[config.mk]
export PLATFORM = sky130hd
export DESIGN_NAME = fault_supervisor
export DESIGN_NICKNAME = d
export VERILOG_FILES = /design/src/fault_supervisor_pkg.sv /design/src/fcc_link_if.sv /design/src/fault_supervisor.sv /design/src/pin_sync3.sv /design/src/freq_clock_counter.sv
export SDC_FILE = /design/constraint.sdc
export NUM_CORES = 1
export LEC_CHECK = 0
export ABC_AREA = 1
export BUFFER_PORTS_ARGS = -buffer_cell sky130_fd_sc_hd__buf_2
export CAP_MARGIN = 15
export CELL_PAD_IN_SITES_DETAIL_PLACEMENT = 1
export CELL_PAD_IN_SITES_GLOBAL_PLACEMENT = 1
export CORE_ASPECT_RATIO = 0.9
export CORE_MARGIN = 4
export CORE_UTILIZATION = 45
export CTS_CLUSTER_DIAMETER = 100
export DETAILED_ROUTE_END_ITERATION = 8
export PLACE_DENSITY_LB_ADDON = 0.15
export SLEW_MARGIN = 20
export SYNTH_ARGS = -nofsm -noshare
export SYNTH_HDL_FRONTEND = slang
export SYNTH_SLANG_ARGS = --single-unit
[constraint.sdc]
create_clock -name core_clk_i -period 2.8 [get_ports core_clk_i]
set_input_delay 0.42 -clock core_clk_i [delete_from_list [all_inputs] [get_ports core_clk_i]]
set_output_delay 0.42 -clock core_clk_i [all_outputs]
set_load 0.01 [all_outputs]
[src/fault_supervisor_pkg.sv]
// Summary of operation
// - Main clock silent 11-12 slow cycles: fault.
// - Every main clock fault causes boot reset.
// - Monitor runs only when dead-check enable set.
// - Monitor suspended in deep standby and shutdown.
// - Failed boot routine triggers boot reset retry.
// - Boot fails on config, trim or timeout.
// - Retention parity error requests power-on reset.
// - In shutdown, reset waits for next wakeup.
// - Parity reset reports power-on, not shutdown wakeup.
// - Brownout warning raises NMI, arms supervisor reset.
// - Violation output follows supply out-of-range condition.
// - Counter counts source clocks over reference window.
package fault_supervisor_pkg;
   localparam logic [7:0] ADDR_CTRL = 8'h00;
   localparam logic [7:0] ADDR_STATUS = 8'h04;
   localparam logic [7:0] ADDR_INT_EN = 8'h08;
   localparam logic [7:0] ADDR_INT_CLR = 8'h0C;
   localparam logic [7:0] ADDR_CAUSE = 8'h10;
   localparam logic [7:0] ADDR_FCC_CFG = 8'h14;
   localparam logic [7:0] ADDR_FCC_COUNT = 8'h18;
   localparam logic [7:0] ADDR_RET0 = 8'h1C;
   localparam logic [7:0] ADDR_RET1 = 8'h20;

   localparam int CTRL_MCLK_CHK = 0;
   localparam int CTRL_BOR_MON = 1;
   localparam int CTRL_FCC_START = 2;
   localparam int CTRL_PAR_INJECT = 3;
   localparam int CTRL_W = 4;
   localparam logic [3:0] CTRL_RESET = 4'h0;
   localparam logic [3:0] CTRL_STORED_MASK = 4'hB;

   localparam int ST_MCLK_FAULT = 0;
   localparam int ST_BOOT_FAIL = 1;
   localparam int ST_PARITY = 2;
   localparam int ST_BOR_WARN = 3;
   localparam int ST_FCC_DONE = 4;
   localparam int STATUS_W = 5;
   localparam logic [4:0] STATUS_RESET = 5'h00;

   localparam logic [1:0] CAUSE_NONE = 2'h0;
   localparam logic [1:0] CAUSE_POR = 2'h1;
   localparam logic [1:0] CAUSE_SHDN_WAKE = 2'h2;
   localparam logic [1:0] CAUSE_BOOT = 2'h3;

   localparam logic [1:0] MODE_RUN = 2'h0;
   localparam logic [1:0] MODE_SLEEP = 2'h1;
   localparam logic [1:0] MODE_DEEP_STANDBY = 2'h2;
   localparam logic [1:0] MODE_SHUTDOWN = 2'h3;

   localparam logic [3:0] MCLK_DEAD_LF_CYCLES = 4'hC;
   localparam logic [7:0] FCC_CFG_RESET = 8'h01;
   localparam int RET_WORDS = 2;
   localparam int SYNC_W = 6;

   localparam int CLK_PERIOD_NS = 100;
   localparam int BCR_TIMEOUT_NS = 1000000;
   localparam int BCR_TIMEOUT_CYC = BCR_TIMEOUT_NS / CLK_PERIOD_NS;

   typedef enum logic [1:0] {
      RET_OK = 2'b00,
      RET_HOLD = 2'b01,
      RET_CLEAR = 2'b11
   } ret_state_t;

   typedef enum logic [1:0] {
      FCC_IDLE = 2'b00,
      FCC_ARM = 2'b01,
      FCC_COUNT = 2'b11,
      FCC_DONE = 2'b10
   } fcc_state_t;
endpackage : fault_supervisor_pkg

[src/fcc_link_if.sv]
`timescale 1ns/1ns
interface fcc_link_if;
   logic start;
   logic [7:0] periods;
   logic src_rise;
   logic ref_rise;
   logic [31:0] count;
   logic done;
   logic busy;
   modport ctl (output start, periods, src_rise, ref_rise, input count, done, busy);
   modport cnt (input start, periods, src_rise, ref_rise, output count, done, busy);
endinterface : fcc_link_if

[src/fault_supervisor.sv]
// Local design decisions: the placing of the registers and the APB slave port.
`timescale 1ns/1ns
module fault_supervisor #(
   parameter logic [15:0] BCR_TIMEOUT_CYCLES = 16'(fault_supervisor_pkg::BCR_TIMEOUT_CYC)
) (
   // Clock and reset.
   input wire logic core_clk_i,
   input wire logic reset_i,
   // APB slave.
   input wire logic psel_i,
   input wire logic penable_i,
   input wire logic pwrite_i,
   input wire logic [7:0] paddr_i,
   input wire logic [31:0] pwdata_i,
   output logic [31:0] prdata_o,
   output logic pready_o,
   output logic pslverr_o,
   // Asynchronous monitor pins.
   input wire logic low_freq_clock_i,
   input wire logic main_clock_toggle_i,
   input wire logic fcc_source_clk_i,
   input wire logic fcc_ref_clk_i,
   input wire logic vdd_below_warn_i,
   input wire logic vdd_below_reset_i,
   // System controller status.
   input wire logic [1:0] power_mode_i,
   input wire logic wakeup_event_i,
   input wire logic boot_routine_active_i,
   input wire logic boot_cfg_integrity_err_i,
   input wire logic trim_integrity_err_i,
   // Reset, interrupt and supervisor outputs.
   output logic boot_reset_o,
   output logic por_request_o,
   output logic nmi_o,
   output logic brownout_violation_o,
   output logic brownout_reset_o,
   output logic irq_o
);
   logic [5:0] lvl;
   logic [5:0] prev_r;
   logic [3:0] ctrl_r, ctrl_nxt;
   logic [4:0] status_r, status_nxt;
   logic [4:0] int_en_r, int_en_nxt;
   logic [1:0] cause_r, cause_nxt;
   logic [7:0] fcc_cfg_r, fcc_cfg_nxt;
   logic [31:0] ret_r [fault_supervisor_pkg::RET_WORDS];
   logic [31:0] ret_nxt [fault_supervisor_pkg::RET_WORDS];
   logic par_r [fault_supervisor_pkg::RET_WORDS];
   logic par_nxt [fault_supervisor_pkg::RET_WORDS];
   fault_supervisor_pkg::ret_state_t ret_state_r, ret_state_nxt;
   logic [3:0] lf_cnt_r, lf_cnt_nxt;
   logic [15:0] bcr_cnt_r, bcr_cnt_nxt;
   logic boot_reset_r, boot_reset_nxt;
   logic por_req_r, por_req_nxt;
   logic nmi_r, nmi_nxt;
   logic bor_armed_r, bor_armed_nxt;
   logic bor_viol_r, bor_rst_r;
   logic irq_r, irq_nxt;
   logic fcc_start_r, fcc_start_nxt;
   logic [31:0] prdata_r, prdata_nxt;
   logic pready_r, pready_nxt;
   logic pslverr_r, pslverr_nxt;
   logic lf_rise, mclk_act, monitor_on, mclk_fault;
   logic bcr_timeout, boot_fail, par_err, in_shutdown, bor_trip;
   logic access, wr_go, ret_idx;
   logic [4:0] set_mask, clr_mask;

   fcc_link_if fcc_bus ();

   pin_sync3 #(.W(fault_supervisor_pkg::SYNC_W)) u_sync (
      .core_clk_i(core_clk_i),
      .reset_i(reset_i),
      .pin_i({vdd_below_reset_i, vdd_below_warn_i, fcc_ref_clk_i, fcc_source_clk_i,
              main_clock_toggle_i, low_freq_clock_i}),
      .level_o(lvl)
   );

   freq_clock_counter u_fcc (
      .core_clk_i(core_clk_i),
      .reset_i(reset_i),
      .f(fcc_bus.cnt)
   );

   assign fcc_bus.start = fcc_start_r;
   assign fcc_bus.periods = fcc_cfg_r;
   assign fcc_bus.src_rise = lvl[2] & ~prev_r[2];
   assign fcc_bus.ref_rise = lvl[3] & ~prev_r[3];

   always_comb begin
      lf_rise = lvl[0] & ~prev_r[0];
      mclk_act = lvl[1] ^ prev_r[1];
      in_shutdown = (power_mode_i == fault_supervisor_pkg::MODE_SHUTDOWN);
      monitor_on = ctrl_r[fault_supervisor_pkg::CTRL_MCLK_CHK] && !in_shutdown &&
                   (power_mode_i != fault_supervisor_pkg::MODE_DEEP_STANDBY);
      // Slow-clock edges without main clock activity.
      mclk_fault = monitor_on && lf_rise && !mclk_act &&
                   (lf_cnt_r == fault_supervisor_pkg::MCLK_DEAD_LF_CYCLES - 4'h1);
      if (!monitor_on || mclk_act || mclk_fault) begin
         lf_cnt_nxt = 4'h0;
      end else if (lf_rise) begin
         lf_cnt_nxt = lf_cnt_r + 4'h1;
      end else begin
         lf_cnt_nxt = lf_cnt_r;
      end
      bcr_timeout = boot_routine_active_i && (bcr_cnt_r == BCR_TIMEOUT_CYCLES - 16'h0001);
      bcr_cnt_nxt = (!boot_routine_active_i || bcr_timeout) ? 16'h0000 : bcr_cnt_r + 16'h0001;
      boot_fail = boot_routine_active_i && (boot_cfg_integrity_err_i || trim_integrity_err_i || bcr_timeout);
      boot_reset_nxt = mclk_fault || boot_fail;
      // Warning trip raises NMI once and arms the supervisor.
      bor_trip = ctrl_r[fault_supervisor_pkg::CTRL_BOR_MON] && !bor_armed_r && lvl[4];
      nmi_nxt = bor_trip;
      bor_armed_nxt = ctrl_r[fault_supervisor_pkg::CTRL_BOR_MON] && (bor_armed_r || bor_trip);
      par_err = 1'b0;
      for (int i = 0; i < fault_supervisor_pkg::RET_WORDS; i++) begin
         par_err = par_err | (^ret_r[i] ^ par_r[i]);
      end
   end

   always_comb begin
      ctrl_nxt = ctrl_r;
      int_en_nxt = int_en_r;
      fcc_cfg_nxt = fcc_cfg_r;
      cause_nxt = cause_r;
      ret_state_nxt = ret_state_r;
      por_req_nxt = 1'b0;
      clr_mask = 5'h00;
      ret_nxt = ret_r;
      par_nxt = par_r;
      access = psel_i && penable_i;
      wr_go = access && pready_r && pwrite_i;
      ret_idx = (paddr_i == fault_supervisor_pkg::ADDR_RET1);
      fcc_start_nxt = 1'b0;
      if (wr_go) begin
         unique case (paddr_i)
            fault_supervisor_pkg::ADDR_CTRL: begin
               ctrl_nxt = pwdata_i[3:0] & fault_supervisor_pkg::CTRL_STORED_MASK;
               fcc_start_nxt = pwdata_i[fault_supervisor_pkg::CTRL_FCC_START];
            end
            fault_supervisor_pkg::ADDR_INT_EN: int_en_nxt = pwdata_i[4:0];
            fault_supervisor_pkg::ADDR_INT_CLR: clr_mask = pwdata_i[4:0];
            fault_supervisor_pkg::ADDR_FCC_CFG: fcc_cfg_nxt = pwdata_i[7:0];
            fault_supervisor_pkg::ADDR_RET0, fault_supervisor_pkg::ADDR_RET1: begin
               ret_nxt[ret_idx] = pwdata_i;
               par_nxt[ret_idx] = ^pwdata_i ^ ctrl_r[fault_supervisor_pkg::CTRL_PAR_INJECT];
            end
            default: ;
         endcase
      end
      if (boot_reset_nxt) begin
         cause_nxt = fault_supervisor_pkg::CAUSE_BOOT;
      end
      unique case (ret_state_r)
         fault_supervisor_pkg::RET_OK: begin
            // Defer the reset while in shutdown.
            if (par_err) begin
               ret_state_nxt = in_shutdown ? fault_supervisor_pkg::RET_HOLD : fault_supervisor_pkg::RET_CLEAR;
            end else if (in_shutdown && wakeup_event_i) begin
               cause_nxt = fault_supervisor_pkg::CAUSE_SHDN_WAKE;
            end
         end
         fault_supervisor_pkg::RET_HOLD: begin
            if (wakeup_event_i) begin
               ret_state_nxt = fault_supervisor_pkg::RET_CLEAR;
            end
         end
         fault_supervisor_pkg::RET_CLEAR: begin
            // Request reset and clear the store.
            por_req_nxt = 1'b1;
            cause_nxt = fault_supervisor_pkg::CAUSE_POR;
            for (int i = 0; i < fault_supervisor_pkg::RET_WORDS; i++) begin
               ret_nxt[i] = 32'h00000000;
               par_nxt[i] = 1'b0;
            end
            ret_state_nxt = fault_supervisor_pkg::RET_OK;
         end
         default: ret_state_nxt = fault_supervisor_pkg::RET_OK;
      endcase
      set_mask = {fcc_bus.done, bor_trip, par_err && (ret_state_r == fault_supervisor_pkg::RET_OK),
                  boot_fail, mclk_fault};
      // A new event wins over a clear in the same cycle.
      status_nxt = (status_r & ~clr_mask) | set_mask;
      irq_nxt = |(status_nxt & int_en_nxt);
      pready_nxt = access && !pready_r;
      pslverr_nxt = 1'b0;
      prdata_nxt = 32'h00000000;
      if (access && !pready_r) begin
         unique case (paddr_i)
            fault_supervisor_pkg::ADDR_CTRL: prdata_nxt = {28'h0000000, ctrl_r};
            fault_supervisor_pkg::ADDR_STATUS: prdata_nxt = {27'h0000000, status_r};
            fault_supervisor_pkg::ADDR_INT_EN: prdata_nxt = {27'h0000000, int_en_r};
            fault_supervisor_pkg::ADDR_INT_CLR: prdata_nxt = 32'h00000000;
            fault_supervisor_pkg::ADDR_CAUSE: prdata_nxt = {30'h00000000, cause_r};
            fault_supervisor_pkg::ADDR_FCC_CFG: prdata_nxt = {24'h000000, fcc_cfg_r};
            fault_supervisor_pkg::ADDR_FCC_COUNT: prdata_nxt = fcc_bus.count;
            fault_supervisor_pkg::ADDR_RET0, fault_supervisor_pkg::ADDR_RET1: prdata_nxt = ret_r[ret_idx];
            default: pslverr_nxt = 1'b1;
         endcase
      end
   end

   always_ff @(posedge core_clk_i) begin
      if (reset_i) begin
         prev_r <= 6'h00;
         ctrl_r <= fault_supervisor_pkg::CTRL_RESET;
         status_r <= fault_supervisor_pkg::STATUS_RESET;
         int_en_r <= 5'h00;
         cause_r <= fault_supervisor_pkg::CAUSE_NONE;
         fcc_cfg_r <= fault_supervisor_pkg::FCC_CFG_RESET;
         for (int i = 0; i < fault_supervisor_pkg::RET_WORDS; i++) begin
            ret_r[i] <= 32'h00000000;
            par_r[i] <= 1'b0;
         end
         ret_state_r <= fault_supervisor_pkg::RET_OK;
         lf_cnt_r <= 4'h0;
         bcr_cnt_r <= 16'h0000;
         boot_reset_r <= 1'b0;
         por_req_r <= 1'b0;
         nmi_r <= 1'b0;
         bor_armed_r <= 1'b0;
         bor_viol_r <= 1'b0;
         bor_rst_r <= 1'b0;
         irq_r <= 1'b0;
         fcc_start_r <= 1'b0;
         prdata_r <= 32'h00000000;
         pready_r <= 1'b0;
         pslverr_r <= 1'b0;
      end else begin
         prev_r <= lvl;
         ctrl_r <= ctrl_nxt;
         status_r <= status_nxt;
         int_en_r <= int_en_nxt;
         cause_r <= cause_nxt;
         fcc_cfg_r <= fcc_cfg_nxt;
         ret_r <= ret_nxt;
         par_r <= par_nxt;
         ret_state_r <= ret_state_nxt;
         lf_cnt_r <= lf_cnt_nxt;
         bcr_cnt_r <= bcr_cnt_nxt;
         boot_reset_r <= boot_reset_nxt;
         por_req_r <= por_req_nxt;
         nmi_r <= nmi_nxt;
         bor_armed_r <= bor_armed_nxt;
         bor_viol_r <= lvl[5];
         bor_rst_r <= bor_armed_nxt && lvl[5];
         irq_r <= irq_nxt;
         fcc_start_r <= fcc_start_nxt;
         prdata_r <= prdata_nxt;
         pready_r <= pready_nxt;
         pslverr_r <= pslverr_nxt;
      end
   end

   assign prdata_o = prdata_r;
   assign pready_o = pready_r;
   assign pslverr_o = pslverr_r;
   assign boot_reset_o = boot_reset_r;
   assign por_request_o = por_req_r;
   assign nmi_o = nmi_r;
   assign brownout_violation_o = bor_viol_r;
   assign brownout_reset_o = bor_rst_r;
   assign irq_o = irq_r;

   a_mclk_dead_window: assert property (@(posedge core_clk_i) disable iff (reset_i)
      (monitor_on && lf_rise && !mclk_act && lf_cnt_r == 4'hB)
      |=> (boot_reset_r && status_r[fault_supervisor_pkg::ST_MCLK_FAULT] && lf_cnt_r == 4'h0))
      else $error("Main clock fault not raised at window end.");

   a_mclk_boot_reset: assert property (@(posedge core_clk_i) disable iff (reset_i)
      mclk_fault |=> (boot_reset_r && cause_r == fault_supervisor_pkg::CAUSE_BOOT))
      else $error("Main clock fault did not cause boot reset.");

   a_mclk_enable_gate: assert property (@(posedge core_clk_i) disable iff (reset_i)
      !ctrl_r[fault_supervisor_pkg::CTRL_MCLK_CHK] |=> (lf_cnt_r == 4'h0))
      else $error("Main clock monitor counted while disabled.");

   a_mclk_mode_gate: assert property (@(posedge core_clk_i) disable iff (reset_i)
      (power_mode_i == fault_supervisor_pkg::MODE_DEEP_STANDBY || in_shutdown) |=> !boot_reset_r || $past(boot_fail))
      else $error("Main clock monitor acted in a suspended mode.");

   a_boot_retry: assert property (@(posedge core_clk_i) disable iff (reset_i)
      (boot_routine_active_i && (boot_cfg_integrity_err_i || trim_integrity_err_i))
      |=> (boot_reset_r && status_r[fault_supervisor_pkg::ST_BOOT_FAIL]))
      else $error("Boot failure did not cause boot reset.");

   a_par_por_req: assert property (@(posedge core_clk_i) disable iff (reset_i)
      (ret_state_r == fault_supervisor_pkg::RET_OK && par_err && !in_shutdown)
      |=> !por_req_r ##1 (por_req_r && cause_r == fault_supervisor_pkg::CAUSE_POR && !par_err))
      else $error("Parity error did not request power-on reset.");

   a_par_deferred: assert property (@(posedge core_clk_i) disable iff (reset_i)
      (ret_state_r == fault_supervisor_pkg::RET_HOLD && !wakeup_event_i) |=> !por_req_r ##1 !por_req_r)
      else $error("Parity reset issued during shutdown.");

   a_par_cause: assert property (@(posedge core_clk_i) disable iff (reset_i)
      por_req_r |-> (cause_r == fault_supervisor_pkg::CAUSE_POR && ret_r[0] == 32'h00000000))
      else $error("Parity reset reported wrong cause.");

   a_bor_nmi_arm: assert property (@(posedge core_clk_i) disable iff (reset_i)
      bor_trip |=> (nmi_r && bor_armed_r) ##1 !nmi_r)
      else $error("Brownout warning did not raise NMI and arm.");

   a_bor_violation: assert property (@(posedge core_clk_i) disable iff (reset_i)
      brownout_reset_o |-> brownout_violation_o)
      else $error("Supervisor reset without violation.");
endmodule : fault_supervisor

[src/pin_sync3.sv]
`timescale 1ns/1ns
module pin_sync3 #(
   parameter int W = 1
) (
   // Clock and reset.
   input wire logic core_clk_i,
   input wire logic reset_i,
   // Raw pins and filtered levels.
   input wire logic [W-1:0] pin_i,
   output logic [W-1:0] level_o
);
   logic [W-1:0] s1_r;
   logic [W-1:0] s2_r;
   logic [W-1:0] s3_r;
   logic [W-1:0] level_r;
   logic [W-1:0] level_nxt;

   // A bit changes only once the second and third stages agree.
   always_comb begin
      level_nxt = (~(s2_r ^ s3_r) & s3_r) | ((s2_r ^ s3_r) & level_r);
   end

   always_ff @(posedge core_clk_i) begin
      if (reset_i) begin
         s1_r <= '0;
         s2_r <= '0;
         s3_r <= '0;
         level_r <= '0;
      end else begin
         s1_r <= pin_i;
         s2_r <= s1_r;
         s3_r <= s2_r;
         level_r <= level_nxt;
      end
   end

   assign level_o = level_r;
endmodule : pin_sync3

[src/freq_clock_counter.sv]
`timescale 1ns/1ns
module freq_clock_counter (
   // Clock and reset.
   input wire logic core_clk_i,
   input wire logic reset_i,
   // Control and result.
   fcc_link_if.cnt f
);
   fault_supervisor_pkg::fcc_state_t state_r;
   fault_supervisor_pkg::fcc_state_t state_nxt;
   logic [31:0] count_r;
   logic [31:0] count_nxt;
   logic [7:0] left_r;
   logic [7:0] left_nxt;
   logic done_r;
   logic done_nxt;

   always_comb begin
      state_nxt = state_r;
      count_nxt = count_r;
      left_nxt = left_r;
      done_nxt = 1'b0;
      unique case (state_r)
         fault_supervisor_pkg::FCC_IDLE, fault_supervisor_pkg::FCC_DONE: begin
            if (f.start) begin
               state_nxt = fault_supervisor_pkg::FCC_ARM;
               count_nxt = '0;
               left_nxt = (f.periods == 8'h00) ? 8'h01 : f.periods;
            end
         end
         fault_supervisor_pkg::FCC_ARM: begin
            if (f.ref_rise) begin
               state_nxt = fault_supervisor_pkg::FCC_COUNT;
            end
         end
         fault_supervisor_pkg::FCC_COUNT: begin
            if (f.src_rise) begin
               count_nxt = count_r + 32'h00000001;
            end
            if (f.ref_rise) begin
               left_nxt = left_r - 8'h01;
               if (left_r == 8'h01) begin
                  state_nxt = fault_supervisor_pkg::FCC_DONE;
                  done_nxt = 1'b1;
               end
            end
         end
      endcase
   end

   always_ff @(posedge core_clk_i) begin
      if (reset_i) begin
         state_r <= fault_supervisor_pkg::FCC_IDLE;
         count_r <= '0;
         left_r <= 8'h00;
         done_r <= 1'b0;
      end else begin
         state_r <= state_nxt;
         count_r <= count_nxt;
         left_r <= left_nxt;
         done_r <= done_nxt;
      end
   end

   assign f.count = count_r;
   assign f.done = done_r;
   assign f.busy = (state_r == fault_supervisor_pkg::FCC_ARM) || (state_r == fault_supervisor_pkg::FCC_COUNT);

   a_fcc_count_held: assert property (@(posedge core_clk_i) disable iff (reset_i)
      (state_r == fault_supervisor_pkg::FCC_DONE && !f.start) |=> $stable(count_r))
      else $error("Frequency count changed after completion.");

   a_fcc_window_end: assert property (@(posedge core_clk_i) disable iff (reset_i)
      (state_r == fault_supervisor_pkg::FCC_COUNT && f.ref_rise && left_r == 8'h01)
      |=> (done_r && state_r == fault_supervisor_pkg::FCC_DONE) ##1 !done_r)
      else $error("Frequency count did not finish at window end.");
endmodule : freq_clock_counter

Word level (Yosys, flattened, before mapping) --
Cells that the tools add are included.
Word-level totals: flip-flop bits (word level) 224, latch bits 0, bits in writable memories 0, memory bits (read-only) 0, bits of input ports 57, output and inout bits 40, word-level logic and storage cells 182, memories 0
Cells by class: add/subtract/negate cells 4, multipliers 0, divide/modulo/power cells 0, $lt $le $gt $ge 2, equal/unequal tests 25, shifts and indexed selects 0, multiplexer cells 37, bitwise operators 26, reduce and logical (&&, ||, !) cells 56
Operator list (count):
- 32-bit case mux with 7 select lines | 1
- 32-bit two-way mux | 6
- 32-bit parity | 3
- 64-bit bitwise mux | 1
- 32-bit case mux with 2 select lines | 1
- 32-bit by 1-bit adder with 32-bit output, second input constant | 1
- 32-bit demux with 1-bit select | 1
- 8-bit by 5-bit equality test with 1-bit output, second input constant | 4
- 8-bit two-way mux | 3
- 2-bit two-way mux | 10
- 5-bit two-way mux | 4
- 1-bit logical AND | 18
- 16-bit by 1-bit adder with 16-bit output, second input constant | 1
- 16-bit by 14-bit equality test with 1-bit output, second input constant | 1
- 8-bit by 4-bit equality test with 1-bit output, second input constant | 2
- 8-bit logical NOT | 2
- 8-bit case mux with 2 select lines | 1
- 2-bit != test, second input constant | 7
- 6-bit AND | 2
- 2-bit OR reduction | 6
- 5-bit AND | 2
- 9-bit OR reduction | 1
- 2-bit equality test, second input constant | 4
- 8-bit by 1-bit equality test with 1-bit output, second input constant | 1
- 33 further kinds | 67

Depth between registers and ports, before layout --
Gate-level depths: netlist (run 1).
word-level depth 12, depth in mapped cells 20, depth with buffers taken out 19

By module --
From an unflattened synthesis (run 1), not the netlist that was laid out.
Unflattened totals: cells, all modules 1609, area, all modules 11025.6 sq um
By module, submodules not included:
- fault_supervisor | times used 1, cells an instance 1155, area an instance 7938.9 sq um, sequential area each 3143.0 sq um
- freq_clock_counter | times used 1, cells an instance 373, area an instance 2362.3 sq um, sequential area each 860.8 sq um
- pin_sync3 | times used 1, cells an instance 81, area an instance 724.4 sq um, sequential area each 480.5 sq um

Worst setup path after synthesis (run 1) --
No wires, ideal clock.
path type reg-to-reg, start register bcr_cnt_r[0], end register bcr_cnt_r[14], setup time 0.120 ns, arrival time 1.659 ns, required time 2.680 ns, setup slack 1.021 ns, cell stages (with the launch flop) 13, path buffers 0, period minus slack after synthesis 1.779 ns, cell sequence dfxtp_1 ha_1 nand2_1 nor3_1 nand2_1 nor2_1 inv_1 nor2_1 inv_1 nor4_1 nand2_1 o21bai_1 a21oi_1
On the way: word-level cells in the longest chain between the ends 4, elaborated cells on any way between the ends 5, those cells by class 1 x add/sub; 1 x eq/ne; 3 x reduce/logical
RTL lines:
- from (decl) | RTL line fault_supervisor.sv:52 | logic [15:0] bcr_cnt_r, bcr_cnt_nxt;
- from (signal assigned) | RTL line fault_supervisor.sv:238 | bcr_cnt_r <= bcr_cnt_nxt;
- branches (longest 4 deep; another with 16-bit by 1-bit adder with 16-bit output)
Parallel ways; which one is timed is not known. A chain may end at the register's enable or synchronous reset.

Final worst setup path (run 1) --
start register u_fcc.state_r[0], end register u_fcc.count_r[21] (netlist: u_fcc.f.count[21])
On the way: word-level cells in the longest chain between the ends 4, elaborated cells on any way between the ends 9, those cells by class 4 x eq/ne; 1 x mux; 4 x reduce/logical
RTL lines:
- from (decl) | RTL line freq_clock_counter.sv:9 | fault_supervisor_pkg::fcc_state_t state_r;
- from (signal assigned) | RTL line freq_clock_counter.sv:53 | state_r <= fault_supervisor_pkg::FCC_IDLE;
- from (signal assigned) | RTL line freq_clock_counter.sv:58 | state_r <= state_nxt;
- 2-bit equality test / 2-bit logical NOT (equally long branches) | RTL line freq_clock_counter.sv:23 | unique case (state_r)
- 2-bit OR reduction | RTL line freq_clock_counter.sv:23
- 2-bit != test (no line) / 2-bit nonzero test (equally long branches)
- 3-bit AND reduction (no line)
- to (signal assigned) | RTL line freq_clock_counter.sv:59 | count_r <= count_nxt;
- to (decl) | RTL line freq_clock_counter.sv:11 | logic [31:0] count_r;
Several ways; a longest one is shown, not always the timed one.

==> metrics.csv, run 1 <==
stage,metric,value,unit
critical_path,R2R depth,11,
synth,Post-synth top flop,dfxtp_1,
timing,max frequency,440,MHz
clock_network,Root Buffer,clkbuf_16,
synth,adder-cell area share of the yosys netlist,0.926,%
synth,distinct cell type count after synthesis,43,
drt,DR vias,10600,
timing,post-layout minimum cycle time,2270,ps
power,switching power,1.77,mW
power,clock power share,50.7,%
drt,initial DRC count,593,
min_path,worst hold path class,primary input to register,
critical_path,slowest CP cell,dfxtp_1,
timing,Worst slew margin,48.1,%
power,Int Pwr,5.80,mW
clock_network,post_cts resized,0,
floorplanning,Core Footprint,23500,um^2
clock_network,Longest Clk Path Bufs,3,
power,P_leak,5.31,nW
clock_network,"Reg clk slew, reported paths",60,ps
place,DP HPWL,26200,um
clock_network,post-CTS setup buffers,0,
drt,DRT antenna net count,0,
synth,combinational family with the most area after synthesis,simple AND/OR/NAND/NOR gates,
synth,post-synthesis sequential area ratio,41.5,%
timing,setup TNS,0,ps
clock_network,TritonCTS clock tree,yes,
layout,final non-filler cell total,1980,
drt,routed wire length per instance,17.6,um
place,Inst Count DP,1934,
synth,synthesized area per cell,6.90,um^2
global_route,largest net degree at the start of global routing,62,
synth,syn_nets,1632,
power,PwrDens,601,nW/um^2
synth,xor/xnor share of the synthesized area,5.35,%
timing,RSZ-0062 raised after global routing,no,
timing,Final period util,81.2,%
place,Routability Congestion,0.891,
clock_network,CTS Buf Count,25,
critical_path,Crit. End Element,register,
synth,synthesized flop and latch total,224,
synth,synthesized instance count,1567,
power,Gate power share,6.5,%
global_route,vias in the first global route,10700,
synth,cell area after synthesis,10800,um^2
synth,Syn. warnings,0,
layout,Antenna diodes,0,
clock_network,H-tree Lvls,1,
critical_path,"slowest stage delay, CP",390,ps
global_route,gr usage total,25.7,%
layout,Final Util,53.6,%
clock_network,CTS hold repair buffers,0,
drt,Total Wirelength,34900,um
synth,simple-gate share of the synthesized area,27.1,%
power,Flop pwr share,42.9,%
synth,fraction of registers with async set/reset,0,%
synth,Post-synth EDFFs,0,
synth,Synth Area in Compound Gates,16.1,%
run,Max Cap Viol,0,
layout,Final nets,1724,
floorplanning,die area,26600,um^2
drt,drt via density,5.35,
clock_network,Clock Latency Late Sink,540,ps
critical_path,crit-path cells,"nand2_2, o21ai_4, nand3_4, nor2_2, nand3_2, nor2_2, nand3_2, nor3_2, inv_1, o21ai_0, a21oi_1",
layout,share of layout cells above drive strength 1,11.0,%
place,Port Buffers,96,
timing,Post-Route Skew,11.7,ps
synth,mux cell area share after synthesis,0,%
timing,Final Hold Viols,0,
power,Sw Share,23.4,%
global_route,first-pass GRT wire length,55100,um
global_route,initial antenna violation count,0,
floorplanning,Rows,53,
timing,Max Slew Vio Count,0,
power,Worst IR Drop VDD,522,uV
timing,Worst Max-Slew Pin Slew,770,ps
critical_path,Worst Path Arrival,2700,ps
critical_path,WS Path Type,register to register,
critical_path,CP startpoint,u_fcc.state_r[0],
floorplanning,Initial Util,46.1,%
drt,detailed-route DRC error count,0,
critical_path,Setup crit start kind,register,
critical_path,"critical path fanouts, max",16,
floorplanning,die span in y,155,um
floorplanning,Top-Level Pins,97,
critical_path,worst path required time,3220,ps
global_route,Overflow after GRT,0,
status,status,completed,
floorplanning,Die W,171,um
min_path,Hold Path Depth,3,
clock_network,CTS sink count,224,
layout,Area Growth Syn to Fin,16.5,%
drt,Pre-Repair DR Iteration Count,5,
min_path,HP Start,main_clock_toggle_i,
critical_path,FF-to-FF Start,u_fcc.state_r[0],
timing,Setup-failing EPs final,0,
[stage by stage]
stage / instance area, um^2 / setup WS, ps / total power, mW / hold slack [ps]
floorplan: 10800 / 1020 / 3.60 / 388
global placement: 11600 / 511 / 3.77 / 391
detailed placement: 11600 / 442 / 3.80 / 400
CTS: 12600 / 518 / 7.63 / 70.6
global route: 12600 / 311 / 7.83 / 81.3
finish: 12600 / 526 / 7.57 / 84.5
[path summary, 6_finish.rpt]
| kind | endpoint | slack [ps] |
|---|---|---|
| setup / recovery | u_fcc.f.count[21] | 530 |
| hold / removal | u_sync.s1_r[1] | 80 |
| setup reg to reg | u_fcc.f.count[21] | 530 |
| hold reg to reg | u_sync.s2_r[5] | 410 |
[flip-flops by register name, summed over array words and instances (netlist names), 2 cells and up, named ones only]
name,cells
bcr_cnt_r,16
cause_r,2
ctrl_r,3
fcc_bus.periods,8
int_en_r,5
lf_cnt_r,4
par_r,2
prdata_o,32
prev_r,4
ret_r,64
ret_state_r,2
status_r,5
u_fcc.f.count,32
u_fcc.left_r,8
u_fcc.state_r,2
u_sync.s1_r,6
u_sync.s2_r,6
u_sync.s3_r,6
[cells in the final DEF, fill, tap and decap left out, types with 16 or more instances in the layout]
| cell | instances |
|---|---|
| o22ai_1 | 16 |
| o21ai_0 | 124 |
| nor3_1 | 31 |
| clkbuf_16 | 25 |
| a211oi_1 | 18 |
| inv_1 | 202 |
| buf_2 | 96 |
| xor2_1 | 27 |
| dfxtp_1 | 224 |
| nor2_1 | 180 |
| nand2_1 | 394 |
| nand3_1 | 40 |
| a21oi_1 | 131 |
| xnor2_1 | 39 |
[power groups by stage]
| stage | sequential, mW | clock, mW | combinational [mW] |
|---|---|---|---|
| after floorplan | 3.31 | 0 | 0.289 |
| after global placement | 3.31 | 0 | 0.463 |
| after detailed placement | 3.31 | 0 | 0.483 |
| after CTS | 3.24 | 3.89 | 0.492 |
| after global routing | 3.24 | 4.05 | 0.540 |
| final | 3.24 | 3.83 | 0.490 |
[synthesized netlist by cell type (5+ instances only)]
| master | count | area share (%) |
|---|---|---|
| nand4_1 | 9 | 0.52 |
| nand2_1 | 394 | 14 |
| ha_1 | 8 | 0.93 |
| nand3_1 | 41 | 1.9 |
| nor2_1 | 181 | 6.3 |
| nor3b_1 | 6 | 0.42 |
| clkbuf_1 | 33 | 1.1 |
| nor2_2 | 5 | 0.29 |
| buf_2 | 6 | 0.28 |
| xnor2_1 | 39 | 3.2 |
| nor3_1 | 31 | 1.4 |
| a211oi_1 | 18 | 1.3 |
| a221oi_1 | 15 | 1.2 |
| dfxtp_1 | 224 | 41 |
| inv_1 | 202 | 7.0 |
| nor4_1 | 10 | 0.58 |
| o22ai_1 | 16 | 0.93 |
| nand3b_1 | 6 | 0.42 |
| xor2_1 | 27 | 2.2 |
| a21oi_1 | 131 | 6.1 |
| o21ai_0 | 124 | 5.7 |
[cell families (layout without fill, tap and decap cells)]
| group | count (synthesis) | in the layout |
|---|---|---|
| and+or+nand+nor | 699 | 699 |
| AOI/OAI and AO/OA | 316 | 316 |
| buffers and inverters | 254 | 365 |
| DFF | 224 | 224 |
| xor gates and xnor gates | 66 | 66 |
| adders and majority gates | 8 | 8 |
[cell type report]
type                    count  area [um^2]
clock buffers              30          684
well taps                 302          378
fillers                  3092        10900
inverters                 207          777
multi-input cells        1089         5370
repair buffers            112          613
clock inverters            16          288
flip-flops and latches    224         4480
[routing by layer]
metal	global-route usage, %	share of wire (%)
met5	0	0
met4	9.81	4.2
met3	3.10	3.7
met2	45.8	49
met1	31.7	43
[worst max-delay path: cells and delay by family (launching register included)]
kind / cells / cell delay, ps
DFF: 1 / 390
AOI/OAI and AO/OA: 3 / 560
buffers and inverters: 1 / 110
and+or+nand+nor: 7 / 1100
Note: power is estimated with default switching activity, not from simulation.
==> run 2: changes to the inputs <==
--- a/config.mk
+++ b/config.mk
@@ -5,14 +5,14 @@
 export SDC_FILE = /design/constraint.sdc
 export NUM_CORES = 1
 export LEC_CHECK = 0
-export ABC_AREA = 1
+export ABC_AREA = 0
 export BUFFER_PORTS_ARGS = -buffer_cell sky130_fd_sc_hd__buf_2
 export CAP_MARGIN = 15
 export CELL_PAD_IN_SITES_DETAIL_PLACEMENT = 1
 export CELL_PAD_IN_SITES_GLOBAL_PLACEMENT = 1
 export CORE_ASPECT_RATIO = 0.9
 export CORE_MARGIN = 4
-export CORE_UTILIZATION = 45
+export CORE_UTILIZATION = 41
 export CTS_CLUSTER_DIAMETER = 100
 export DETAILED_ROUTE_END_ITERATION = 8
 export PLACE_DENSITY_LB_ADDON = 0.15
==> constraint.sdc (replaced) <==
create_clock -name core_clk_i -period 1.8 [get_ports core_clk_i]
set_input_delay 0.27 -clock core_clk_i [delete_from_list [all_inputs] [get_ports core_clk_i]]
set_output_delay 0.27 -clock core_clk_i [all_outputs]
set_load 0.01 [all_outputs]
==> run 2 against run 1 <==
Against the previous run: the run now ends with negative setup slack left; global-route usage down 2.0 points; die area down 2.9%; non-clock buffer count up 203; worst setup slack worse by 950 ps; clock power up 34%; largest power group unchanged; highest routed layer is now met5.
==> metrics.csv, run 2 <==
stage,metric,value,unit,change
status,status,finished with violations,,was completed
status,failing checks,negative setup slack,,
critical_path,Buf/Inv on CP,0,,was 1
power,Pwr Total,11.3,mW,was 7.57 mW
power,Sw Share,24.5,%,was 23.4%
synth,Post-synth top flop,dfxtp_1,,unchanged
global_route,first-pass GRT wire length,50100,um,was 55100 um
drt,drt via density,5.30,,was 5.35
critical_path,Critical Path Most Common Cell,or3_4,,
global_route,Overflow after GRT,0,,unchanged
synth,Synth area leaders,"dfxtp_1, xnor2_1, nor2_1, nand2_1, mux2i_1",,"was dfxtp_1, nand2_1, inv_1, nor2_1, a21oi_1"
synth,most numerous cell in the Yosys netlist,dfxtp_1,,was nand2_1
layout,multi-input logic area,5370,um^2,unchanged
synth,Syn. warnings,0,,unchanged
floorplanning,Top-Level Pins,97,,unchanged
place,DP HPWL,22500,um,was 26200 um
layout,most frequent cells in the layout,"dfxtp_1, buf_4, nor2_1",,"was nand2_1, dfxtp_1, inv_1"
layout,Area Growth Syn to Fin,40.6,%,was 16.5%
power,Gate power share,10.0,%,was 6.5%
layout,"commonest non-fill, non-tap cell in the layout",dfxtp_1,,was nand2_1
timing,Worst slew margin,67.2,%,was 48.1%
place,Routability Congestion,0.833,,was 0.891
floorplanning,Initial Util,42.1,%,was 46.1%
synth,top post-synthesis cells by count,"dfxtp_1, nor2_1, nand2_1",,"was nand2_1, dfxtp_1, inv_1"
critical_path,Worst Path Arrival,2670,ps,was 2700 ps
synth,Post-synth EDFFs,0,,unchanged
power,Int Pwr,8.57,mW,was 5.80 mW
synth,syn_nets,1131,,was 1632
drt,initial DRC count,825,,was 593
timing,setup ws final,-429,ps,was 526 ps
layout,"Most flops, register",ret_r,,unchanged
drt,DRT antenna net count,0,,unchanged
timing,post-layout minimum cycle time,2230,ps,was 2270 ps
global_route,vias in the first global route,9281,,was 10.7k
clock_network,Longest Clk Path Bufs,3,,unchanged
drt,routed wire length per instance,19.3,um,was 17.6 um
place,Placed Area,12000,um^2,was 11600 um^2
critical_path,slowest CP cell,or3_4,,was dfxtp_1
drt,DR vias,8827,,was 10.6k
synth,Yosys top cell area share,47.0,%,was 41.5%
critical_path,R2R depth,6,,was 11
timing,max frequency,449,MHz,was 440 MHz
critical_path,"critical path fanouts, max",7,,was 16
timing,RSZ-0062 raised after global routing,yes,,was no
drt,Pre-Repair DR Iteration Count,7,,was 5
min_path,worst hold path class,primary input to register,,unchanged
synth,distinct cell type count after synthesis,57,,was 43
clock_network,CTS sink count,224,,unchanged
critical_path,WS Path Type,register to register,,unchanged
critical_path,crit-path cells,"nand4_4, or3_4, or3_4, or3_4, or3_1, a21oi_1",,"was nand2_2, o21ai_4, nand3_4, nor2_2, nand3_2, nor2_2, nand3_2, nor3_2, inv_1, o21ai_0, a21oi_1"
critical_path,critical path's top delay family,simple AND/OR/NAND/NOR gates,,unchanged
timing,setup TNS,-5710,ps,was 0 ps
synth,Synth area leader,dfxtp_1,,unchanged
clock_network,TritonCTS clock tree,yes,,unchanged
timing,Max Slew Vio Count,0,,unchanged
run,Max Cap Viol,0,,unchanged
clock_network,Root Buffer,clkbuf_16,,unchanged
layout,share of layout cells above drive strength 1,33.1,%,was 11.0%
layout,Largest register FFs,64,,unchanged
min_path,Hold Path Depth,3,,unchanged
layout,fin area,13400,um^2,was 12600 um^2
power,P_leak,5.54,nW,was 5.31 nW
power,Worst IR Drop VDD,827,uV,was 522 uV
floorplanning,die span in y,153,um,was 155 um
power,Flop pwr share,44.7,%,was 42.9%
drt,detailed-route DRC error count,0,,unchanged
global_route,gr usage total,23.7,%,was 25.7%
synth,fraction of registers with async set/reset,0,%,unchanged
clock_network,CTS Buf Count,24,,was 25
layout,Antenna diodes,0,,unchanged
synth,cell area after synthesis,9550,um^2,was 10800 um^2
timing,Final Hold Viols,0,,unchanged
timing,Post-Route Skew,21.8,ps,was 11.7 ps
floorplanning,die area,25800,um^2,was 26600 um^2
timing,Setup-failing EPs final,21,,was 0
critical_path,Setup crit start kind,register,,unchanged
floorplanning,Rows,52,,was 53
drt,Total Wirelength,32200,um,was 34900 um
timing,Worst Max-Slew Pin Slew,488,ps,was 770 ps
layout,Fillers,2615,,was 3092
place,Port Buffers,96,,unchanged
critical_path,worst path required time,2240,ps,was 3220 ps
clock_network,Clock Latency Late Sink,520,ps,was 540 ps
critical_path,Crit path depth,6,,was 11
global_route,initial antenna violation count,1,,was 0
layout,sequential cell area,4520,um^2,was 4480 um^2
layout,Final nets,1417,,was 1724
critical_path,"slowest stage delay, CP",410,ps,was 390 ps
synth,synthesized instance count,1066,,was 1567
timing,Final period util,124,%,was 81.2%
synth,synthesized area per cell,8.96,um^2,was 6.90 um^2
floorplanning,Die W,169,um,was 171 um
synth,post-synthesis sequential area ratio,47.0,%,was 41.5%
clock_network,"Reg clk slew, reported paths",60,ps,about the same
floorplanning,Core Footprint,22700,um^2,was 23500 um^2
power,clock power share,45.3,%,was 50.7%
global_route,largest net degree at the start of global routing,37,,was 62
critical_path,Crit. End Element,register,,unchanged
power,PwrDens,845,nW/um^2,was 601 nW/um^2
synth,synthesized flop and latch total,224,,unchanged
power,switching power,2.77,mW,was 1.77 mW
clock_network,H-tree Lvls,1,,unchanged
## run 2: worst paths after layout
check	slack (ps)	from	endpoint
setup / recovery	-430	u_fcc.f.count[5]	u_fcc.f.count[26]
hold / removal	30	pwdata_i[23]	ret_r[23]
setup reg to reg	-430	u_fcc.f.count[5]	u_fcc.f.count[26]
hold reg to reg	430	u_sync.s1_r[2]	u_sync.s2_r[2]
## run 2: worst reg2reg max path, cell delays in order (launching register included)
cell and delay [ps]:
dfxtp_4 360, nand4_4 120, or3_4 410, or3_4 360, or3_4 420, or3_1 350
a21oi_1 140
## run 2: layer usage
layer / GRT usage, % / routed length (um) / part of all wire [%] / vias up
li1: - / - / - / 4237
met2: 40.4 / 15900 / 49 / 190
met1: 32.7 / 14700 / 46 / 4364
met5: 0 / 7 / 0.022 / -
met3: 2.78 / 1160 / 3.6 / 34
met4: 4.37 / 475 / 1.5 / 2
## run 2: kinds of logic (layout without fill, tap and decap cells)
kind of cell / after synthesis / count (layout) / share of synthesized area [%]
multiplexers: 44 / 44 / 4.62
buffers and inverters: 68 / 372 / 2.83
adder cells (fa/ha/maj): 8 / 8 / 1.05
AND/OR/NAND/NOR: 423 / 423 / 20.4
XOR/XNOR: 139 / 139 / 13.2
flip-flops: 224 / 224 / 47.0
AO/OA/AOI/OAI: 160 / 160 / 10.9
## run 2: final cells by class
type                       count  area share, %
tap                          297           2.77
sequential                   224           33.7
multi-input combinational    774           40.0
timing repair buffer         315           17.1
clock inverter                14           1.17
inverter                      13          0.364
clock buffer                  30           4.94
## run 2: per-stage QoR
step	std cells	setup slack (ps)	hold slack, ps	utilization [%]
after floorplan	1066	-344	379	-
final	1667	-429	28.2	59.1
after detailed placement	1609	-412	427	53.0
after global routing	1667	-461	11.1	59.1
after CTS	1663	-350	2.16	58.0
after global placement	1609	-332	415	53.0
## run 2: what timing repair did
item / in CTS / in global routing
pin swaps: 22 / 15
hold buffers: 7 / 0
hold endpoints to repair: 7 / 0
setup buffers: 4 / 5
resized for setup: 44 / 46
setup endpoints to repair: 23 / 45
## run 2: power by group through the flow
| stage | registers, mW | clock network [mW] | logic [mW] |
|---|---|---|---|
| 4_1_cts | 5.07 | 5.22 | 1.03 |
| 3_5_place_dp | 5.17 | 0 | 0.938 |
| 3_3_place_gp | 5.17 | 0 | 0.911 |
| 5_1_grt | 5.07 | 5.46 | 1.20 |
| 2_1_floorplan | 5.16 | 0 | 0.560 |
| 6_report | 5.07 | 5.14 | 1.13 |
